### config.mk
export PLATFORM = sky130hd
export DESIGN_NAME = pfs_port3_mux
export DESIGN_NICKNAME = d
export VERILOG_FILES = /design/src/pkg/pfs_pkg.sv /design/src/core/pfs_pin_drive.sv /design/src/core/pfs_port3_mux.sv
export SDC_FILE = /design/constraint.sdc
export NUM_CORES = 1
export LEC_CHECK = 0
export ABC_AREA = 0
export BUFFER_PORTS_ARGS = -buffer_cell sky130_fd_sc_hd__buf_2
export CORE_MARGIN = 4
export CORE_UTILIZATION = 39
export DETAILED_ROUTE_END_ITERATION = 6
export GPL_TIMING_DRIVEN = 0
export HOLD_SLACK_MARGIN = 0.05
export PLACE_DENSITY = 0.87
export SETUP_SLACK_MARGIN = 0.2
export SYNTH_ARGS = -nofsm -noshare
export SYNTH_HDL_FRONTEND = slang
export SYNTH_SLANG_ARGS = --single-unit
export TNS_END_PERCENT = 30
### constraint.sdc
create_clock -name clk_sys -period 3.9 [get_ports clk_sys]
set_input_delay 0.585 -clock clk_sys [delete_from_list [all_inputs] [get_ports clk_sys]]
set_output_delay 0.585 -clock clk_sys [all_outputs]
set_load 0.01 [all_outputs]
### src/pkg/pfs_pkg.sv
// pfs_pkg: register map, field positions and carriers for the port 3
// output function select block.
// assumes a 32-bit Avalon-MM slave decoding full byte addresses.
package pfs_pkg;

    // --------------------------------------------------------------
    // register map
    // --------------------------------------------------------------
    localparam logic [31:0] ADDR_SET   = 32'h4002_8110;
    localparam logic [31:0] ADDR_CLR   = 32'h4002_8114;
    localparam logic [31:0] ADDR_STATE = 32'h4002_8118;
    localparam logic [31:0] ADDR_ROUTE = 32'h4002_811C;

    // --------------------------------------------------------------
    // fields
    // --------------------------------------------------------------
    localparam logic [31:0] SEL_MASK   = 32'h0005_B404;
    localparam logic [31:0] SEL_RESET  = 32'h0000_0000;
    localparam logic [31:0] RSVD_MASK  = ~SEL_MASK;
    localparam int          BIT_P18    = 18;
    localparam int          BIT_P16    = 16;
    localparam int          BIT_P15    = 15;
    localparam int          BIT_P13    = 13;
    localparam int          BIT_P12    = 12;
    localparam int          BIT_P10    = 10;
    localparam int          BIT_P2     = 2;
    localparam int          MC_CLK_BIT = 6;
    localparam int          ROUTE_LCD  = 31;
    localparam int          ROUTE_MC   = 30;
    localparam int          ROUTE_RSVD = 29;
    localparam logic [1:0]  RESP_OKAY  = 2'h0;
    localparam logic [1:0]  RESP_SLVERR = 2'h2;

    // --------------------------------------------------------------
    // carriers
    // --------------------------------------------------------------
    typedef struct packed {
        logic p18;
        logic p16;
        logic p15;
        logic p13;
        logic p12;
        logic p10;
        logic p2;
    } pfs_pins_t;

    typedef struct packed {
        logic motor_pwm_ch0_out_a;
        logic motor_pwm_ch0_out_b;
        logic motor_pwm_ch1_out_a;
        logic motor_pwm_ch1_out_b;
        logic motor_pwm_ch2_out_a;
        logic motor_pwm_ch2_out_b;
    } pfs_motor_t;

    typedef struct packed {
        logic lcd_line_pulse;
        logic lcd_data_enable;
        logic lcd_ac_bias;
        logic lcd_frame_pulse;
        logic lcd_dot_clock;
        logic lcd_line_latch;
        logic lcd_panel_power;
        logic lcd_video_bit0;
    } pfs_lcd_t;

    typedef enum logic {
        BUS_IDLE,
        BUS_ANSWER
    } pfs_bus_state_t;

    function automatic pfs_pins_t to_pins(input logic [31:0] w);
        pfs_pins_t p;
        p.p18 = w[BIT_P18];
        p.p16 = w[BIT_P16];
        p.p15 = w[BIT_P15];
        p.p13 = w[BIT_P13];
        p.p12 = w[BIT_P12];
        p.p10 = w[BIT_P10];
        p.p2  = w[BIT_P2];
        return p;
    endfunction

    function automatic logic [31:0] from_pins(input pfs_pins_t p);
        logic [31:0] w;
        w = 32'h0000_0000;
        w[BIT_P18] = p.p18;
        w[BIT_P16] = p.p16;
        w[BIT_P15] = p.p15;
        w[BIT_P13] = p.p13;
        w[BIT_P12] = p.p12;
        w[BIT_P10] = p.p10;
        w[BIT_P2]  = p.p2;
        return w;
    endfunction

endpackage

### src/core/pfs_pin_drive.sv
// pfs_pin_drive: per-pin source selection with registered pad drive.
// assumes peripheral and gpo sources are synchronous to clk_sys.
`timescale 1ns/10ps
module pfs_pin_drive
(
    input  wire logic              clk_sys,
    input  wire logic              rst_n,
    input  wire pfs_pkg::pfs_pins_t  alt_on,
    input  wire logic              lcd_on,
    input  wire logic              lcd_tft_mode,
    input  wire pfs_pkg::pfs_pins_t  gpo,
    input  wire pfs_pkg::pfs_motor_t motor,
    input  wire logic              timer1_match_out0,
    input  wire pfs_pkg::pfs_lcd_t   lcd,
    output      pfs_pkg::pfs_pins_t  pad_out
);

    // --------------------------------------------------------------
    // source pick
    // --------------------------------------------------------------
    // lcd first, then peripheral, else plain output
    function automatic logic pick(input logic lcd_sel, input logic lcd_sig,
                                  input logic alt_sel, input logic alt_sig,
                                  input logic gpo_sig);
        return lcd_sel ? lcd_sig : (alt_sel ? alt_sig : gpo_sig);
    endfunction

    // panel type picks which lcd signal owns pin 16
    wire logic               lcd_p16 = lcd_tft_mode ? lcd.lcd_data_enable : lcd.lcd_ac_bias;
    pfs_pkg::pfs_pins_t      pad_next;
    pfs_pkg::pfs_pins_t      pad_reg;

    assign pad_next.p18 = pick(lcd_on, lcd.lcd_line_pulse, alt_on.p18, motor.motor_pwm_ch0_out_a, gpo.p18);
    assign pad_next.p16 = pick(lcd_on, lcd_p16, alt_on.p16, motor.motor_pwm_ch0_out_b, gpo.p16);
    assign pad_next.p15 = pick(lcd_on, lcd.lcd_frame_pulse, alt_on.p15, motor.motor_pwm_ch1_out_a, gpo.p15);
    assign pad_next.p13 = pick(lcd_on, lcd.lcd_dot_clock, alt_on.p13, motor.motor_pwm_ch1_out_b, gpo.p13);
    assign pad_next.p12 = pick(lcd_on, lcd.lcd_line_latch, alt_on.p12, motor.motor_pwm_ch2_out_a, gpo.p12);
    assign pad_next.p10 = pick(lcd_on, lcd.lcd_panel_power, alt_on.p10, motor.motor_pwm_ch2_out_b, gpo.p10);
    assign pad_next.p2  = pick(lcd_on, lcd.lcd_video_bit0, alt_on.p2, timer1_match_out0, gpo.p2);

    // --------------------------------------------------------------
    // pad register
    // --------------------------------------------------------------
    // one cycle of latency traded for glitch-free pads
    always_ff @(posedge clk_sys or negedge rst_n)
    begin
        if (!rst_n)
        begin
            pad_reg <= '0;
        end
        else
        begin
            pad_reg <= pad_next;
        end
    end

    assign pad_out = pad_reg;

endmodule

### src/core/pfs_port3_mux.sv
// pfs_port3_mux: port 3 output function select, avalon-mm register slave
// and pin source multiplexer.
// assumes one avalon master that holds each request until waitrequest low.
`timescale 1ns/10ps
module pfs_port3_mux
(
    input  wire logic                clk_sys,
    input  wire logic                rst_n,
    input  wire logic [31:0]         avs_address,
    input  wire logic                avs_read,
    input  wire logic                avs_write,
    input  wire logic [31:0]         avs_writedata,
    input  wire logic [3:0]          avs_byteenable,
    output      logic [31:0]         avs_readdata,
    output      logic                avs_waitrequest,
    output      logic [1:0]          avs_response,
    input  wire logic [31:0]         timer_clock_control_reg,
    input  wire logic                lcd_enable,
    input  wire logic                lcd_tft_mode,
    input  wire logic                gp_output_18,
    input  wire logic                gp_output_16,
    input  wire logic                gp_output_15,
    input  wire logic                gp_output_13,
    input  wire logic                gp_output_12,
    input  wire logic                gp_output_10,
    input  wire logic                gp_output_2,
    input  wire pfs_pkg::pfs_motor_t motor_pwm,
    input  wire logic                timer1_match_out0,
    input  wire pfs_pkg::pfs_lcd_t   lcd_signals,
    output      pfs_pkg::pfs_pins_t  pad_out
);

    // --------------------------------------------------------------
    // helpers
    // --------------------------------------------------------------
    function automatic logic [31:0] lane_mask(input logic [3:0] be);
        return {{8{be[3]}}, {8{be[2]}}, {8{be[1]}}, {8{be[0]}}};
    endfunction

    // set wins when both arrive, only used for the sticky flag
    function automatic logic sticky(input logic cur, input logic set, input logic clr);
        return set | (cur & ~clr);
    endfunction

    // --------------------------------------------------------------
    // state
    // --------------------------------------------------------------
    pfs_pkg::pfs_bus_state_t bus_state_reg;
    pfs_pkg::pfs_bus_state_t bus_state_next;
    logic [31:0]             sel_reg;
    logic [31:0]             sel_next;
    logic [31:0]             rdata_reg;
    logic [31:0]             rdata_next;
    logic [1:0]              resp_reg;
    logic [1:0]              resp_next;
    logic                    rsvd_reg;
    logic                    rsvd_next;

    // --------------------------------------------------------------
    // address decode
    // --------------------------------------------------------------
    wire logic        req       = avs_read | avs_write;
    wire logic        hit_set   = (avs_address == pfs_pkg::ADDR_SET);
    wire logic        hit_clr   = (avs_address == pfs_pkg::ADDR_CLR);
    wire logic        hit_state = (avs_address == pfs_pkg::ADDR_STATE);
    wire logic        hit_route = (avs_address == pfs_pkg::ADDR_ROUTE);
    wire logic        mapped    = hit_set | hit_clr | hit_state | hit_route;
    wire logic        in_answer = (bus_state_reg == pfs_pkg::BUS_ANSWER);
    wire logic        first     = req & ~in_answer;
    wire logic        commit    = req & in_answer;
    wire logic [31:0] wr_bytes  = avs_writedata & lane_mask(avs_byteenable);

    // --------------------------------------------------------------
    // write commands
    // --------------------------------------------------------------
    // reserved positions are masked off so stray ones cannot select
    wire logic        do_set    = commit & avs_write & hit_set;
    wire logic        do_clr    = commit & avs_write & hit_clr;
    wire logic [31:0] set_bits  = do_set ? (wr_bytes & pfs_pkg::SEL_MASK) : 32'h0000_0000;
    wire logic [31:0] clr_bits  = do_clr ? (wr_bytes & pfs_pkg::SEL_MASK) : 32'h0000_0000;
    wire logic        rsvd_hit  = (do_set | do_clr) & (|(wr_bytes & pfs_pkg::RSVD_MASK));
    wire logic        rsvd_ack  = commit & avs_write & hit_route & wr_bytes[pfs_pkg::ROUTE_RSVD];

    // zeros leave bits alone, a held bit changes only on a one
    assign sel_next  = (sel_reg | set_bits) & ~clr_bits;
    assign rsvd_next = sticky(rsvd_reg, rsvd_hit, rsvd_ack);

    // --------------------------------------------------------------
    // effective routing
    // --------------------------------------------------------------
    wire logic               mc_clk_on = timer_clock_control_reg[pfs_pkg::MC_CLK_BIT];
    wire pfs_pkg::pfs_pins_t sel_pins  = pfs_pkg::to_pins(sel_reg);
    pfs_pkg::pfs_pins_t      alt_on;
    pfs_pkg::pfs_pins_t      gpo_pins;

    // motor outputs need the timer clock, else the pin stays on its gpo
    assign alt_on.p18 = sel_pins.p18 & mc_clk_on;
    assign alt_on.p16 = sel_pins.p16 & mc_clk_on;
    assign alt_on.p15 = sel_pins.p15 & mc_clk_on;
    assign alt_on.p13 = sel_pins.p13 & mc_clk_on;
    assign alt_on.p12 = sel_pins.p12 & mc_clk_on;
    assign alt_on.p10 = sel_pins.p10 & mc_clk_on;
    assign alt_on.p2  = sel_pins.p2;

    assign gpo_pins.p18 = gp_output_18;
    assign gpo_pins.p16 = gp_output_16;
    assign gpo_pins.p15 = gp_output_15;
    assign gpo_pins.p13 = gp_output_13;
    assign gpo_pins.p12 = gp_output_12;
    assign gpo_pins.p10 = gp_output_10;
    assign gpo_pins.p2  = gp_output_2;

    // --------------------------------------------------------------
    // read mux
    // --------------------------------------------------------------
    logic [31:0] route_word;
    logic [31:0] rd_word;

    always_comb
    begin
        route_word = pfs_pkg::from_pins(lcd_enable ? '1 : alt_on);
        route_word[pfs_pkg::ROUTE_LCD]  = lcd_enable;
        route_word[pfs_pkg::ROUTE_MC]   = mc_clk_on;
        route_word[pfs_pkg::ROUTE_RSVD] = rsvd_reg;
    end

    // state shows the stored selection, not the overridden one
    assign rd_word = hit_state ? (sel_reg & pfs_pkg::SEL_MASK) :
                     hit_route ? route_word :
                     32'h0000_0000;

    assign rdata_next = (first & avs_read) ? rd_word : rdata_reg;
    assign resp_next  = first ? (mapped ? pfs_pkg::RESP_OKAY : pfs_pkg::RESP_SLVERR) : resp_reg;

    // --------------------------------------------------------------
    // bus sequencer
    // --------------------------------------------------------------
    // every access takes two edges: capture, then answer
    always_comb
    begin
        bus_state_next = bus_state_reg;
        unique case (bus_state_reg)
            pfs_pkg::BUS_IDLE:
            begin
                if (req)
                begin
                    bus_state_next = pfs_pkg::BUS_ANSWER;
                end
            end
            pfs_pkg::BUS_ANSWER:
            begin
                bus_state_next = pfs_pkg::BUS_IDLE;
            end
        endcase
    end

    assign avs_waitrequest = req & ~in_answer;
    assign avs_readdata    = rdata_reg;
    assign avs_response    = resp_reg;

    // --------------------------------------------------------------
    // registers
    // --------------------------------------------------------------
    always_ff @(posedge clk_sys or negedge rst_n)
    begin
        if (!rst_n)
        begin
            bus_state_reg <= pfs_pkg::BUS_IDLE;
            rdata_reg     <= 32'h0000_0000;
            resp_reg      <= pfs_pkg::RESP_OKAY;
        end
        else
        begin
            bus_state_reg <= bus_state_next;
            rdata_reg     <= rdata_next;
            resp_reg      <= resp_next;
        end
    end

    always_ff @(posedge clk_sys or negedge rst_n)
    begin
        if (!rst_n)
        begin
            sel_reg  <= pfs_pkg::SEL_RESET;
            rsvd_reg <= 1'b0;
        end
        else
        begin
            sel_reg  <= sel_next;
            rsvd_reg <= rsvd_next;
        end
    end

    // --------------------------------------------------------------
    // pin drive
    // --------------------------------------------------------------
    pfs_pin_drive u_drive
    (
        .clk_sys           (clk_sys),
        .rst_n             (rst_n),
        .alt_on            (alt_on),
        .lcd_on            (lcd_enable),
        .lcd_tft_mode      (lcd_tft_mode),
        .gpo               (gpo_pins),
        .motor             (motor_pwm),
        .timer1_match_out0 (timer1_match_out0),
        .lcd               (lcd_signals),
        .pad_out           (pad_out)
    );

endmodule

==> summary.txt, run 1 <==
status = completed
first-pass GRT wire length = 7369 um
routability cong. = 0.8631
synthesized instance count = 173
worst vdd ir = 0.0001877 V
Slew headroom = 0.6034
Layout Nets = 440
critical path arrival = 2.00 ns
P_sw = 164.3 uW
DRT iter0 DRCs = 99
top post-synthesis cells by area = dfrtp_1 40%, buf_4 10%, mux2i_1 8.2%
Final Instance Area = 2455 sq um
Async S/R FF share, synth = 1.000
Gate power share = 0.231
top-count cell post-synth = dfrtp_1
type of the tightest min-delay check = in -> async
met2 WL post-DR = 2633 um
register area share after synthesis = 0.3974
Switching Share = 0.2770
Tmin final = 1.857 ns
CP max FO = 10
Port Buf Inserts = 112
Largest register FFs = 10
vias in the first global route = 1649
Flop pwr share = 0.489
largest net degree at the start of global routing = 28
Avg Cell Area, Syn = 9.829 sq um
RSZ-0062 raised after global routing = no
Clock transition at path regs = 0.10 ns
type of the worst setup path = in -> reg
leakage power = 1.330 nW
Antenna Violating Nets Remaining = 0
Unique masters post-synth = 37
post-synth top area share = 0.3974
Post-synth top cells = 27 x dfrtp_1, 23 x buf_4, 18 x nand2_1
ANT cells = 0
Clock Sinks = 27
Via Count = 1687
Met1 Wirelength = 1837 um
number of max-cap violations = 0
critical path required time = 4.04 ns
Die Area = 5480 sq um
cts repair resizes = 0
H-tree Lvls = 1
DRT Pass-1 Iters = 4
skew final = 0.004658 ns
fmax = 538.5 MHz
placed instance area = 2406 sq um
#FFs+latches synth = 27
DR vias/cell = 4.673
HPWL Detailed = 4113 um
Worst-Margin Slew = 0.5949 ns
Total Routing Usage GR = 0.1707
Clock Tree Root = clkbuf_8
uppermost layer routed = met4
warnings from Yosys = 0
Std-Cell Rows = 23
CTS Hold Bufs = 0
initial antenna violation count = 0
fin. max-slew vios = 0
Ports = 170
Die X-Extent = 74.03 um
final WL = 4850 um
Area growth, synth to finish = 44.37%
initial core utilization = 0.4132
Reg area = 675.6 sq um
area of the multi-input gates = 860.8 sq um
hold slack = 0.2981 ns
DRC violations left = 0
Placeable Area = 4115 sq um
internal power = 428.8 uW
post-CTS setup buffers = 0
ys flop type = dfrtp_1
P per Cell Area = 241.6 nW/um^2
die height = 74.03 um
worst skew pair latency = 0.27 ns
Cell Area, Synth = 1700 sq um
setup_tns = 0 ns
CTS tree = yes
final setup vio count = 0
Clk pwr share = 0.280
CTS buffer count = 3
number of flops mapped to enable cells by yosys = 0
Worst setup SP type = input port
WL/cell = 13.43 um
WL met3 = 358 um
maximum clock path buffer count = 2
fill cell count = 364
layout cell share with drive strength beyond 1 = 0.5016
Final Cycle Share = 0.4762
CP endpoint kind = flop
total grt overflow = 0
leading area contributor after synthesis = dfrtp_1
Final Hold Vio Count = 0
-- power groups by stage --
stage | Combinational [mW] | Sequential [mW] | Clock [mW]
2_1_floorplan | 0.0622 | 0.299 | 0
3_3_place_gp | 0.133 | 0.295 | 0
3_5_place_dp | 0.136 | 0.295 | 0
4_1_cts | 0.137 | 0.290 | 0.165
5_1_grt | 0.153 | 0.291 | 0.176
6_report | 0.137 | 0.290 | 0.166
-- cells in the final DEF, fill, tap and decap left out --
master	netlist	routed
nor4b_2	4	4
dfrtp_1	27	27
clkbuf_1	5	5
and4b_1	1	1
mux2_2	1	1
nand3_1	5	5
nand4_1	1	1
nor4_2	2	2
or4_1	4	4
buf_6	1	1
or2_1	1	1
nor2b_1	1	1
clkinvlp_4	0	1
nand2_1	18	18
o31ai_1	1	1
o41ai_1	3	3
buf_2	2	114
a31o_2	3	3
nor2_1	3	3
nand4_2	1	1
nand2b_1	1	1
and2_1	1	1
a311oi_1	1	1
nor4_1	3	3
nor4_4	1	1
o41ai_2	1	1
mux2i_1	14	14
buf_4	23	23
nor4b_4	1	1
nor3_1	5	5
o21ai_0	14	14
a21oi_1	2	2
inv_1	9	9
clkbuf_8	0	3
a22o_1	7	7
and4_1	1	1
conb_1	1	23
a21boi_0	1	1
and2_0	3	3
-- cell families after synthesis --
kind of cell,after synthesis,synth area share
and+or+nand+nor,57,0.2288
DFF,27,0.3974
AOI/OAI and AO/OA,33,0.1376
other,1,0.002205
buffers and inverters,40,0.1450
muxes,15,0.08903
-- per-stage QoR --
stage | cells | total power, mW | util | setup WS (ns)
floorplan | 195 | 0.3611 | - | 2.054
finish | 361 | 0.5932 | 0.5965 | 2.043
global route | 361 | 0.6197 | 0.5965 | 1.848
detailed placement | 357 | 0.4313 | 0.5847 | 1.758
global placement | 357 | 0.4283 | 0.5847 | 1.788
CTS | 361 | 0.5912 | 0.5965 | 2.045
-- worst max-delay path, stage by stage --
cell and delay [ns]:
buf_2 0.10, nor4b_2 0.26, nand4_1 0.21, buf_2 0.24, o41ai_1 0.45, o41ai_2 0.15
-- worst paths after layout --
path / start / end / slack (ns) / depth (start not counted)
min in group clk_sys: avs_readdata[2] / avs_readdata[2] / 0.51 / 1
max in group asynchronous: rst_n / u_drive.pad_out[1] / 3.21 / 1
max reg2reg: bus_state_reg / rsvd_reg / 2.41 / 4
max: avs_address[9] / rsvd_reg / 2.04 / 6
min: rst_n / avs_readdata[30] / 0.30 / 1
min reg2reg: avs_readdata[2] / avs_readdata[2] / 0.51 / 1
-- layout make-up --
cell class	count	share of cell area
Buffer	31	0.08665
Clock buffer	3	0.01682
Clock inverter	1	0.003058
Inverter	9	0.01376
Multi-Input combinational cell	128	0.3507
Sequential cell	27	0.2752
Tap cell	50	0.02548
Timing Repair Buffer	112	0.2283
-- per-layer routing --
layer,vias up,GRT usage
li1,852,-
met1,765,0.2111
met2,66,0.3199
met3,4,0.02432
met4,0,0.02414
met5,-,0
Note: power is estimated with default switching activity, not from simulation.
==> run 2, diff against run 1 <==
Settings changed: CORE_UTILIZATION 39 to 32, PLACE_DENSITY 0.87 to 0.76.
Clock period 3.9 ns to 1.6 ns, I/O delays scaled along.
==> summary.txt, run 2 (synthesized netlist as in run 1, its figures left out) <==
largest net degree at the start of global routing = 28 (unchanged)
DRT Pass-1 Iters = 5 (+1)
worst vdd ir = 0.0003446 V (+84%)
number of max-cap violations = 0 (unchanged)
WL/cell = 12.49 um (-7.0%)
first-pass GRT wire length = 7479 um (+1.5%)
Final Instance Area = 2639 sq um (+7.5%)
leakage power = 1.402 nW (+5.4%)
CP max FO = 5 (-5)
routability cong. = 0.7491 (-13%)
Clock transition at path regs = 0.09 ns (about the same)
internal power = 1.058 mW (+150%)
r2r startpoint = bus_state_reg
worst skew pair latency = 0.27 ns (about the same)
fin. max-slew vios = 0 (unchanged)
hold_sp = lcd_signals[0]
Ports = 170 (unchanged)
Die Area = 6544 sq um (+19%)
Port Buf Inserts = 112 (unchanged)
Placeable Area = 5140 sq um (+25%)
Std-Cell Rows = 26 (+13%)
DRC violations left = 0 (unchanged)
Area growth, synth to finish = 55.19%
Hold Path Depth = 3
HPWL Detailed = 4091 um (-0.54%)
Flop pwr share = 0.487 (-0.002)
DRT iter0 DRCs = 41 (-59%)
commonest non-fill, non-tap cells in the layout = 114 x buf_2, 27 x buf_4, 27 x dfrtp_1
Total Routing Usage GR = 0.1463 (-0.02442)
H-tree Lvls = 1 (unchanged)
skew final = 0.005897 ns (+0.001239 ns)
maximum clock path buffer count = 2 (unchanged)
Gate power share = 0.245 (+0.014)
FF-to-FF path depth = 4 (unchanged)
RSZ-0062 raised after global routing = yes
R2R Path End = avs_readdata[29]
initial core utilization = 0.3308 (-0.08238)
Die X-Extent = 80.90 um (+9.3%)
placed instance area = 2462 sq um (+2.3%)
Slowest-stage cell, CP = nor4b_2
Tmin final = 1.371 ns
Layout Nets = 446 (+1.4%)
critical path required time = 1.77 ns (-2.27 ns)
die height = 80.90 um (+9.3%)
type of the tightest min-delay check = in -> reg
layout cell share with drive strength beyond 1 = 0.5394 (+0.03782)
Clock Sinks = 27 (unchanged)
vias in the first global route = 1684 (+2.1%)
R2R setup slack = 0.27 ns (-2.14 ns)
Slew headroom = 0.6013 (-0.002087)
Clock Tree Root = clkbuf_8
ANT cells = 0 (unchanged)
Antenna Violating Nets Remaining = 0 (unchanged)
final core utilization = 0.5134 (-0.08315)
CTS tree = yes
Worst setup SP type = input port
fmax = 729.1 MHz
initial antenna violation count = 0 (unchanged)
Slowest Stage Delay on Critical Path = 0.27 ns (-0.18 ns)
P_sw = 392.8 uW (+140%)
Via Count = 1707 (+1.2%)
CP endpoint kind = flop
status = completed
Clk pwr share = 0.268 (-0.012)
Switching Share = 0.2708 (-0.006231)
type of the worst setup path = in -> reg
final setup vio count = 0 (unchanged)
commonest non-fill, non-tap cell in the layout = buf_2
hold path endpoint = u_drive.pad_out[0]
Final Cycle Share = 0.8572
DR vias/cell = 4.411 (-5.6%)
Final Hold Vio Count = 0 (unchanged)
critical path arrival = 1.54 ns (-0.46 ns)
CTS buffer count = 3 (unchanged)
worst-path cell chain = buf_2 -> nor4b_2 -> nand4_1 -> buf_6 -> or2_4 -> mux2_4
Largest register FFs = 10 (unchanged)
Worst-Margin Slew = 0.5981 ns (+0.003131 ns)
P per Cell Area = 549.7 nW/um^2 (+130%)
total grt overflow = 0 (unchanged)
final WL = 4835 um (-0.31%)
==> run 2: cell count changes in the layout (fill, tap and decap cells not counted), sizes merged <==
cell / delta
clkbuf: +1
buf: +5
dlygate4sd3: +1
clkinvlp: -1
==> run 2: per-stage QoR <==
step / TNS [ns] / hold WS (ns) / instances / power (mW) / setup WS, ns
global placement: -0.5602 / 0.2770 / 377 / 1.051 / -0.1010
detailed placement: -0.6773 / 0.2857 / 377 / 1.057 / -0.1132
floorplan: 0 / -0.05559 / 195 / 0.8823 / 0.1316
global route: 0 / 0.1616 / 387 / 1.542 / 0.1578
CTS: 0 / 0.1661 / 382 / 1.448 / 0.1701
finish: 0 / 0.1725 / 387 / 1.450 / 0.2285
==> run 2: power groups by stage <==
stage | clock (mW) | combinational (mW) | sequential (mW)
6_report | 0.389 | 0.355 | 0.706
5_1_grt | 0.438 | 0.395 | 0.709
4_1_cts | 0.402 | 0.340 | 0.706
3_5_place_dp | 0 | 0.338 | 0.720
3_3_place_gp | 0 | 0.331 | 0.719
2_1_floorplan | 0 | 0.154 | 0.729
==> run 2: how the worst max path moves through the flow <==
stage | from | depth (start not counted) | slack [ns] | to
6_report | avs_address[9] | 6 | 0.23 | avs_response[1]
5_1_grt | avs_address[19] | 6 | 0.16 | sel_reg[10]
4_1_cts | avs_address[22] | 6 | 0.17 | sel_reg[18]
3_5_place_dp | avs_address[16] | 6 | -0.11 | rsvd_reg
3_3_place_gp | avs_address[13] | 6 | -0.10 | rsvd_reg
2_1_floorplan | avs_address[16] | 5 | 0.13 | rsvd_reg
==> run 2: critical path: cells and delay by family <==
family / cells / cell delay, ns
buffers and inverters: 2 / 0.31
and+or+nand+nor: 3 / 0.73
muxes: 1 / 0.26
==> run 2: layout make-up <==
type                       instances  area, sq um
fill                             488         2501
multi-input combinational        128        970.9
sequential                        27        675.6
timing repair buffer             118        605.6
buffer                            31        220.2
tap                               70        87.58
clock buffer                       4        45.04
inverter                           9        33.78
==> run 2: what timing repair did <==
| item | 4_1_cts | 5_1_grt |
|---|---|---|
| gates cloned | 0 | 1 |
| gates resized for setup | 1 | 16 |
| endpoints found under the setup margin | 4 | 15 |
| pin swaps | 0 | 6 |
| endpoints found under the hold margin | 27 | 0 |
| hold buffers | 1 | 0 |
| setup buffers | 0 | 4 |
==> run 2: per-layer routing <==
layer  track usage  vias up  wire [um]
li1              -      867          -
met1        0.1714      769       1806
met2        0.2734       67       2687
met3       0.01996        4        294
met4       0.04561        0         47
met5             0        -          0
==> run 3, diff against run 2 <==
Settings changed: CELL_PAD_IN_SITES_DETAIL_PLACEMENT set to 1, CELL_PAD_IN_SITES_GLOBAL_PLACEMENT set to 1, CORE_UTILIZATION 32 to 24, PLACE_DENSITY 0.76 to unset, PLACE_DENSITY_LB_ADDON set to 0.1.
Clock period 1.6 ns to 1.55 ns, I/O delays scaled along.
==> summary.txt, run 3 (synthesized netlist as in run 1, its figures left out) <==
Final Instance Area = 2668 sq um (+1.1%)
die height = 92.17 um (+14%)
Final WS setup = 0.2136 ns (-0.01493 ns)
total grt overflow = 0 (unchanged)
P per Cell Area = 566.6 nW/um^2 (+3.1%)
DRT Pass-1 Iters = 4 (-1)
Placeable Area = 6832 sq um (+33%)
Die X-Extent = 92.17 um (+14%)
Die Area = 8495 sq um (+30%)
Std-Cell Rows = 30 (+15%)
critical path arrival = 1.50 ns (-0.04 ns)
CTS tree = yes
Antenna Violating Nets Remaining = 0 (unchanged)
largest net degree at the start of global routing = 28 (unchanged)
final setup vio count = 0 (unchanged)
worst-path cell chain = buf_2 -> nor4b_4 -> nand4_1 -> buf_6 -> or2_1 -> mux2_2
Ports = 170 (unchanged)
Worst setup SP type = input port
area of the multi-input gates = 959.7 sq um (-1.2%)
Slew headroom = 0.5854 (-0.01587)
ANT cells = 0 (unchanged)
Port Buf Inserts = 112 (unchanged)
hold slack = 0.1628 ns (-0.009665 ns)
CTS buffer count = 3 (unchanged)
initial antenna violation count = 0 (unchanged)
routability cong. = 0.7222 (-3.6%)
fill cell count = 852 (+75%)
H-tree Lvls = 1 (unchanged)
type of the tightest min-delay check = in -> reg
vias in the first global route = 1881 (+12%)
layout cell share with drive strength beyond 1 = 0.5333 (-0.006099)
HPWL Detailed = 4999 um (+22%)
routing usage on met3 = 0.02297 (+0.003014)
initial core utilization = 0.2489 (-0.08192)
leakage power = 1.388 nW (-0.99%)
DRT iter0 DRCs = 48 (+17%)
Area growth, synth to finish = 56.88%
CP endpoint kind = flop
critical path required time = 1.71 ns (-0.06 ns)
Clock transition at path regs = 0.10 ns (about the same)
WL/cell = 14.08 um (+13%)
Final Cycle Share = 0.8622
CP max FO = 10 (+5)
Largest register FFs = 10 (unchanged)
type of the worst setup path = in -> reg
Clock Tree Root = clkbuf_8
GRT Max-Usage Layer = met2
Slowest Stage Delay on Critical Path = 0.27 ns (about the same)
skew final = 0.01272 ns (+0.006823 ns)
Tmin final = 1.336 ns
worst skew pair latency = 0.28 ns (about the same)
Clock Sinks = 27 (unchanged)
Worst-Margin Slew = 0.6219 ns (+0.02381 ns)
commonest non-fill, non-tap cell in the layout = buf_2
Reg area = 676.9 sq um (+0.19%)
final WL = 5787 um (+20%)
Layout Nets = 444 (-0.45%)
pre-CTS WS = -0.1689 ns (-0.05568 ns)
DR vias/cell = 4.243 (-3.8%)
number of max-cap violations = 0 (unchanged)
Total Routing Usage GR = 0.1349 (-0.01140)
fmax = 748.3 MHz
Final Hold Vio Count = 0 (unchanged)
status = completed
Via Count = 1744 (+2.2%)
Slowest-stage cell, CP = mux2_2
GR Layer Usage met2 = 0.2652 (-0.008192)
commonest non-fill, non-tap cells in the layout = 112 x buf_2, 26 x buf_4, 26 x dfrtp_1
first-pass GRT wire length = 9121 um (+22%)
met1 Use GR = 0.1507 (-0.02069)
worst vdd ir = 0.0003111 V (-9.7%)
RSZ-0062 raised after global routing = yes
maximum clock path buffer count = 2 (unchanged)
fin. max-slew vios = 0 (unchanged)
placed instance area = 2512 sq um (+2.0%)
DRC violations left = 0 (unchanged)
run 3: report_power, final:
part | switching [mW] | internal [mW] | total (mW) | leakage (nW)
Combinational | 0.185 | 0.188 | 0.372 | 1.05
Clock | 0.226 | 0.183 | 0.409 | 0.0217
Sequential | 0.00768 | 0.723 | 0.730 | 0.318
run 3: routing by layer:
| layer | routed length (um) | up-vias |
|---|---|---|
| met4 | 35 | 0 |
| met1 | 2145 | 842 |
| li1 | - | 858 |
| met3 | 244 | 2 |
| met5 | 0 | - |
| met2 | 3362 | 42 |
run 3: what timing repair did:
item,CTS,global route
setup buffers,2,1
endpoints found under the setup margin,10,19
pin swaps,3,6
hold endpoints to repair,27,0
hold buffers,1,0
resized for setup,5,10
run 3: layout make-up:
| type | instances | area share |
|---|---|---|
| Multi-Input combinational cell | 128 | 0.3598 |
| Sequential cell | 27 | 0.2538 |
| Timing Repair Buffer | 116 | 0.2247 |
| Buffer | 31 | 0.08583 |
| Tap cell | 96 | 0.04503 |
| Clock buffer | 3 | 0.01548 |
| Inverter | 9 | 0.01266 |
| Clock inverter | 1 | 0.002814 |
run 3: path summary, 6_finish.rpt:
path / endpoint / cells past startpoint / start / slack [ns]
hold / removal: u_drive.pad_out[3] / 3 / lcd_signals[3] / 0.16
setup / recovery: avs_response[1] / 6 / avs_address[16] / 0.21
max in group asynchronous: bus_state_reg / 2 / rst_n / 0.59
min in group asynchronous: avs_readdata[18] / 2 / rst_n / 0.50
hold reg to reg: avs_readdata[15] / 1 / avs_readdata[15] / 0.51
setup reg to reg: avs_readdata[31] / 4 / bus_state_reg / 0.23
run 3: worst max-delay path: cells and delay by family:
kind / cells / cell delay [ns]
and+or+nand+nor: 3 / 0.68
buffers and inverters: 2 / 0.31
muxes: 1 / 0.27
run 3: metrics by stage:
| stage | cells | total power, mW | utilization | TNS (ns) |
|---|---|---|---|---|
| after floorplan | 195 | 0.9130 | - | 0 |
| after global placement | 403 | 1.097 | 0.3678 | -1.357 |
| after detailed placement | 403 | 1.103 | 0.3678 | -1.308 |
| after CTS | 410 | 1.537 | 0.3817 | 0 |
| after global routing | 411 | 1.606 | 0.3905 | 0 |
| final | 411 | 1.512 | 0.3905 | 0 |
